<file path="src/design/exec_pkg.sv">
// Purpose: Constants and types shared by the literal/file/bit execute block
// Assumes: 14-bit instruction words, 8-bit data, 7-bit file address
// Notes on behaviour
// - Literal add: accumulator plus literal into accumulator, carry, nibble carry, zero.
// - Literal AND: accumulator AND literal into accumulator, zero flag only.
// - File AND: accumulator AND addressed file register, zero flag only.
// - File add: accumulator plus addressed file register, carry, nibble carry, zero.
// - Target bit zero writes accumulator; one writes back the file register.
// - Bit clear forces selected file bit to zero, flags untouched.
// - Bit set forces selected file bit to one, flags untouched.
package exec_pkg;
  localparam int INSTR_W = 14;
  localparam int DATA_W  = 8;
  localparam int ADDR_W  = 7;
  localparam int BIT_W   = 3;
  localparam int FILE_DEPTH = 128;
  localparam logic [4:0] PAT_ADD_LIT = 5'h1f;
  localparam logic [5:0] PAT_AND_LIT = 6'h39;
  localparam logic [5:0] PAT_AND_FILE = 6'h05;
  localparam logic [5:0] PAT_ADD_FILE = 6'h07;
  localparam logic [3:0] PAT_CLR_BIT = 4'h4;
  localparam logic [3:0] PAT_SET_BIT = 4'h5;
  localparam logic [3:0] PAT_TST_BIT = 4'h6;
  localparam int TGT_POS = 7;
  localparam int BSEL_LSB = 7;
  localparam int NIB_W = 4;
  localparam logic [DATA_W-1:0] ACC_RESET = 8'h00;
  typedef enum logic [2:0] {
    op_none, op_add_lit, op_and_lit, op_and_file, op_add_file, op_clr_bit, op_set_bit,
    op_tst_bit
  } op_t;
  typedef enum logic {st_run, st_flush} state_t;
endpackage

</file>
<file path="src/design/exec_if.sv">
// Purpose: Decoded operation from decoder to execute core
// Assumes: Single clock
// Notes: Combinational carrier
`timescale 1ns/1ps
interface exec_if;
  import exec_pkg::*;
  op_t                op;
  logic [DATA_W-1:0]  lit;
  logic [ADDR_W-1:0]  addr;
  logic [BIT_W-1:0]   bsel;
  logic               tgt_file;
  modport src (output op, lit, addr, bsel, tgt_file);
  modport dst (input op, lit, addr, bsel, tgt_file);
endinterface

</file>
<file path="src/design/instr_decode.sv">
// Purpose: Pattern match of one instruction word
// Assumes: Word valid with instr_valid
// Notes: Unknown words decode to no operation
`timescale 1ns/1ps
module instr_decode
  import exec_pkg::*;
(
  input  wire logic [INSTR_W-1:0] instr,
  input  wire logic               instr_valid,
  exec_if.src                     dec
);
  wire m_add_lit  = instr[INSTR_W-1 -: $bits(PAT_ADD_LIT)] == PAT_ADD_LIT;
  wire m_and_lit  = instr[INSTR_W-1 -: $bits(PAT_AND_LIT)] == PAT_AND_LIT;
  wire m_and_file = instr[INSTR_W-1 -: $bits(PAT_AND_FILE)] == PAT_AND_FILE;
  wire m_add_file = instr[INSTR_W-1 -: $bits(PAT_ADD_FILE)] == PAT_ADD_FILE;
  wire m_clr_bit  = instr[INSTR_W-1 -: $bits(PAT_CLR_BIT)] == PAT_CLR_BIT;
  wire m_set_bit  = instr[INSTR_W-1 -: $bits(PAT_SET_BIT)] == PAT_SET_BIT;
  wire m_tst_bit  = instr[INSTR_W-1 -: $bits(PAT_TST_BIT)] == PAT_TST_BIT;
  assign dec.op = !instr_valid ? op_none :
                  m_add_lit  ? op_add_lit  :
                  m_and_lit  ? op_and_lit  :
                  m_and_file ? op_and_file :
                  m_add_file ? op_add_file :
                  m_clr_bit  ? op_clr_bit  :
                  m_set_bit  ? op_set_bit  :
                  m_tst_bit  ? op_tst_bit  : op_none;
  assign dec.lit      = instr[DATA_W-1:0];
  assign dec.addr     = instr[ADDR_W-1:0];
  assign dec.bsel     = instr[BSEL_LSB+BIT_W-1:BSEL_LSB];
  assign dec.tgt_file = instr[TGT_POS];
endmodule

</file>
<file path="src/design/literal_file_bit_instr_exec.sv">
// Purpose: Execute literal, file and bit instructions on accumulator, file, flags
// Assumes: One instruction word per cycle from the fetch path
// Notes: File registers are flip-flops; all outputs registered
`timescale 1ns/1ps
module literal_file_bit_instr_exec
  import exec_pkg::*;
(
  input  wire logic               sys_clk,
  input  wire logic               reset,
  input  wire logic [INSTR_W-1:0] instr,
  input  wire logic               instr_valid,
  output logic      [DATA_W-1:0]  accumulator,
  output logic                    overflow_out_bit,
  output logic                    nibble_carry,
  output logic                    result_null_flag,
  output logic                    skip_active,
  output logic                    instr_done
);
  exec_if dec_bus ();
  state_t             state;
  logic [DATA_W-1:0]  file_reg [FILE_DEPTH];

  instr_decode u_dec (
    .instr       (instr),
    .instr_valid (instr_valid && state == st_run),
    .dec         (dec_bus.src)
  );

  wire op_t              op      = dec_bus.op;
  wire logic [DATA_W-1:0] fval   = file_reg[dec_bus.addr];
  wire logic [DATA_W-1:0] opnd   = (op == op_add_lit || op == op_and_lit) ? dec_bus.lit : fval;
  wire logic              is_add = op == op_add_lit || op == op_add_file;
  wire logic              is_and = op == op_and_lit || op == op_and_file;
  wire logic [DATA_W:0]   sum    = {1'b0, accumulator} + {1'b0, opnd};
  wire logic [NIB_W:0]    nsum   = {1'b0, accumulator[NIB_W-1:0]} + {1'b0, opnd[NIB_W-1:0]};
  wire logic [DATA_W-1:0] result = is_add ? sum[DATA_W-1:0] : accumulator & opnd;
  wire logic              is_file_op = op == op_and_file || op == op_add_file;
  wire logic              wr_acc  = (is_add || is_and) && !(is_file_op && dec_bus.tgt_file);
  wire logic              wr_file_res = is_file_op && dec_bus.tgt_file;
  wire logic [DATA_W-1:0] bit_mask = DATA_W'(1) << dec_bus.bsel;
  wire logic [DATA_W-1:0] bit_val  = (op == op_set_bit) ? (fval | bit_mask)
                                                        : (fval & ~bit_mask);
  wire logic              wr_bit   = op == op_clr_bit || op == op_set_bit;
  wire logic              skip_now = op == op_tst_bit && !fval[dec_bus.bsel];
  wire state_t            next_state = skip_now ? st_flush : st_run;

  always_ff @(posedge sys_clk) begin
    if (reset) begin
      state <= st_run;
      skip_active <= 1'b0;
      instr_done <= 1'b0;
    end else begin
      state <= next_state;
      skip_active <= skip_now;
      instr_done <= instr_valid || state == st_flush;
    end
  end

  always_ff @(posedge sys_clk) begin
    if (reset) begin
      accumulator <= ACC_RESET;
      overflow_out_bit <= 1'b0;
      nibble_carry <= 1'b0;
      result_null_flag <= 1'b0;
    end else begin
      if (wr_acc) begin
        accumulator <= result;
      end
      if (is_add || is_and) begin
        result_null_flag <= result == '0;
      end
      if (is_add) begin
        overflow_out_bit <= sum[DATA_W];
        nibble_carry <= nsum[NIB_W];
      end
    end
  end

  always_ff @(posedge sys_clk) begin
    if (reset) begin
      for (int i = 0; i < FILE_DEPTH; i++) begin
        file_reg[i] <= '0;
      end
    end else if (wr_file_res) begin
      file_reg[dec_bus.addr] <= result;
    end else if (wr_bit) begin
      file_reg[dec_bus.addr] <= bit_val;
    end
  end
endmodule

</file>
<file path="config.mk">
export PLATFORM = sky130hd
export DESIGN_NAME = literal_file_bit_instr_exec
export DESIGN_NICKNAME = d
export VERILOG_FILES = /design/src/design/exec_pkg.sv /design/src/design/exec_if.sv /design/src/design/instr_decode.sv /design/src/design/literal_file_bit_instr_exec.sv
export SDC_FILE = /design/constraint.sdc
export NUM_CORES = 2
export LEC_CHECK = 0
export BUFFER_PORTS_ARGS = -buffer_cell sky130_fd_sc_hd__clkbuf_2
export CORE_UTILIZATION = 62
export DETAILED_ROUTE_END_ITERATION = 10
export PLACE_DENSITY = 0.79
export SLEW_MARGIN = 40
export SYNTH_ARGS = -nofsm -noshare
export SYNTH_HDL_FRONTEND = slang
export SYNTH_SLANG_ARGS = --single-unit
</file>
<file path="constraint.sdc">
create_clock -name sys_clk -period 6 [get_ports sys_clk]
set_clock_uncertainty 0.05 [all_clocks]
set_input_delay 0.3 -clock sys_clk [delete_from_list [all_inputs] [get_ports sys_clk]]
set_output_delay 0.3 -clock sys_clk [all_outputs]
set_load 0.05 [all_outputs]
</file>
==> impl_metrics.tcl <==
set metrics [dict create \
    status "completed" \
    clock_latency_ns 0.71 \
    drcViolationCount 0 \
    r2r_start "file_reg[71][2]$_SDFFCE_PN0P_" \
    syn_inst 3992 \
    async_flop_share_pct 0 \
    rrSetupSlack_ns 0.84 \
    postCtsSetupRepairBufs 0 \
    via_per_inst 7.65 \
    ys_ff_latch 1037 \
    vias 39622 \
    syn_nets 4018 \
    cts-hold-fix-buffers 3 \
    placed_cell_area_um2 55400 \
    antenna_left 0 \
    drive_gt1_share_pct 31.1 \
    antenna_found_initial 4 \
    hold_path.class "in2reg" \
    setup_viol 0 \
    fin_setup_tns_ns 0 \
    overflow 0 \
    whs_endpoint "skip_active$_SDFF_PP0_" \
    ys_seq_area_share_pct 58.4 \
    largest_reg_flops 1024 \
    crit_start "instr[0]" \
    clkTransAtPathRegs_ns 0.07 \
    coreArea_um2 84200 \
    die_area_um2 86900 \
    ys.flop_type "edfxtp_1" \
    yosysTopAreaCellShare_pct 57.9 \
    drv_slew 0 \
    period_needed_ns 5.31 \
    ir_drop_mv 0.247 \
    grt_max_degree 126 \
    avgSynthCellArea_um2 13.3 \
    holdWs_ns 0.230 \
    drtIter0Drc 7006 \
    grt_usage_pct 40.6 \
    synth-edff-count 1024 \
    min_path_cells 3 \
    powerDensity_nw_per_um2 280 \
    netlist_area_um2 53100 \
    numPortBuffers 29 \
    synthTopCellsByArea "edfxtp_1 58%, nor4_2 5.2%, nor3_2 4.5%, nor3_1 3.8%, mux2i_1 2.8%" \
    hold_violations 0 \
    htree_levels 3 \
    grt_pass1_vias 37922 \
    r2r_cells 18 \
    final_cell_count_no_fill 5177 \
    cts_made_buffers 105 \
    syn_to_final_growth_pct 10.7 \
    critPathKind "in2reg" \
    ctsResizeCount 0 \
    synth_cell_type_count 99 \
    cp_max_fo 53 \
    start_kind "input pin" \
    grt_pass1_wl_um 258000 \
    pre_cts_ws_ns 0.305 \
    required_ns 6.36 \
    fin_ws_ns 0.685 \
    finalWeightedCongestion 0.948 \
    dr.pass1.iters 9 \
    fin_area_um2 58800 \
    die_h_um 295 \
    drt-total-wl_um 177000 \
    fp.dieW_um 295 \
    cp.arrival_ns 5.67 \
    p_leak_nw 18.5 \
    ioPinCount 30 \
    clockBufferDepth 3 \
    synth_top_area_cell "edfxtp_1" \
    n_fill_cell 5568 \
    cts_sinks 1037 \
    fin_crit_sh_pct 88.6 \
    yosys_warnings 0 \
    holdCritStartpoint "instr[8]" \
    tightest_slew_ns 1.00 \
    final_nets 3979 \
    cp-end-kind "register" \
    rsz0062_at_grt "no" \
    maxSlewHeadroom_pct 33.0 \
    cts_tree "yes" \
    maxCapViolCount 0 \
    max_freq_mhz 188 \
    start_util_pct 63.1 \
    wl_per_cell_um 34.2 \
    dp_cells 4976 \
    fp-row-count 106 \
    cts-root-buf "clkbuf_16" \
    r2r-end "file_reg[112][4]$_SDFFCE_PN0P_" \
    dpl.hpwl_um 109000 \
]
## metal layers
layer | global-route usage [%] | vias up | part of all wire, %
li1 | - | 15818 | -
met1 | 53.6 | 19253 | 33
met2 | 58.8 | 3657 | 43
met3 | 12.5 | 890 | 16
met4 | 24.9 | 4 | 7.5
met5 | 0 | - | 0.015
## worst max-delay path, stage by stage
cell and delay (ns):
buf_8 0.43, or2_1 0.55, o221ai_1 0.45, a21oi_1 0.50
nor3_1 0.24, a21oi_1 0.33, and3_1 0.25, nand2_1 0.06
mux2_2 0.28, ha_1 0.33, nor2b_1 0.16, o21a_1 0.17
or2_2 0.29, xor2_1 0.15, mux2_2 0.30, o22ai_4 0.24
buf_12 0.24, buf_12 0.23, nor3_2 0.07
## placed cells by master (no fill, tap or decap), types with 32 or more instances in the layout
cell type and count:
nor2_1 83, nor3_2 241, nor3_1 403, nor4_1 172
o2bb2ai_1 38, mux2_2 132, buf_12 60, mux2i_1 149
o21ai_0 169, a221o_1 42, buf_4 327, a221oi_1 95
a21oi_1 91, clkbuf_16 105, nand2_1 60, a22oi_1 64
clkinv_1 32, nor4_2 220, edfxtp_1 1024
## worst max-delay path by stage
stage,end,slack [ns],cells after the start
finish,file_reg[112][4]$_SDFFCE_PN0P_,0.69,19
global route,file_reg[4][7]$_SDFFCE_PN0P_,0.59,19
CTS,file_reg[112][4]$_SDFFCE_PN0P_,1.00,22
detailed placement,file_reg[112][4]$_SDFFCE_PN0P_,0.30,22
global placement,file_reg[9][4]$_SDFFCE_PN0P_,0.28,22
floorplan,file_reg[87][6]$_SDFFCE_PN0P_,1.18,22
## through the flow
stage / power, mW / util [%]
6_report: 16.5 / 69.8
5_1_grt: 16.7 / 69.8
4_1_cts: 16.3 / 69.7
3_5_place_dp: 10.1 / 65.8
3_3_place_gp: 10.1 / 65.7
2_1_floorplan: 9.35 / -
## where the power goes
| part | internal [mW] | leakage [nW] | switching (mW) | total, mW |
|---|---|---|---|---|
| logic | 0.543 | 6.13 | 1.29 | 1.83 |
| registers | 8.16 | 10.8 | 0.0676 | 8.22 |
| clock network | 3.57 | 1.60 | 2.86 | 6.43 |
| total | 12.3 | 18.5 | 4.21 | 16.5 |
## cells in the mapped netlist, drive strengths merged, types with 5 or more instances
master   number
inv          14
nor2         89
a31oi        16
o2111ai       5
nand3        15
and3          5
o41ai         7
clkbuf      214
and3b         8
or2           6
nand3b        9
nand2        79
o22ai        15
ha            8
nand2b       18
and2          8
a22oi        64
a2111oi      12
a21o         11
edfxtp     1024
o221ai       15
a211o         8
dfxtp        13
a221o        42
o211ai        9
nor2b        15
a21boi        6
nor3        644
a211oi       28
o2bb2ai      38
a21oi        93
o221a         5
nand4         7
mux2        137
nor3b         8
mux4         28
a221oi       97
nor4        393
o21ai       198
mux2i       149
buf         360
a22o         16
## layout make-up
type | count | area, um^2 | share of cell area, %
Antenna cell | 3 | 7.51 | 0.0128
Clock buffer | 130 | 2720 | 4.63
Clock inverter | 64 | 583 | 0.992
Inverter | 15 | 61.3 | 0.104
Multi-Input combinational cell | 2366 | 19000 | 32.3
Sequential cell | 1037 | 31000 | 52.8
Tap cell | 1134 | 1420 | 2.41
Timing Repair Buffer | 428 | 3970 | 6.75
## cell families (layout without fill, tap and decap cells)
family | count (synthesis) | count (layout) | share of synthesized area, %
AO/OA/AOI/OAI | 721 | 721 | 9.65
XOR/XNOR | 8 | 8 | 0.132
adder cells (fa/ha/maj) | 9 | 9 | 0.226
buffers and inverters | 589 | 637 | 6.51
flip-flops | 1037 | 1037 | 58.4
multiplexers | 314 | 314 | 6.90
other | 0 | 3 | 0
AND/OR/NAND/NOR | 1314 | 1314 | 18.2
(Power assumes the default switching activity.)
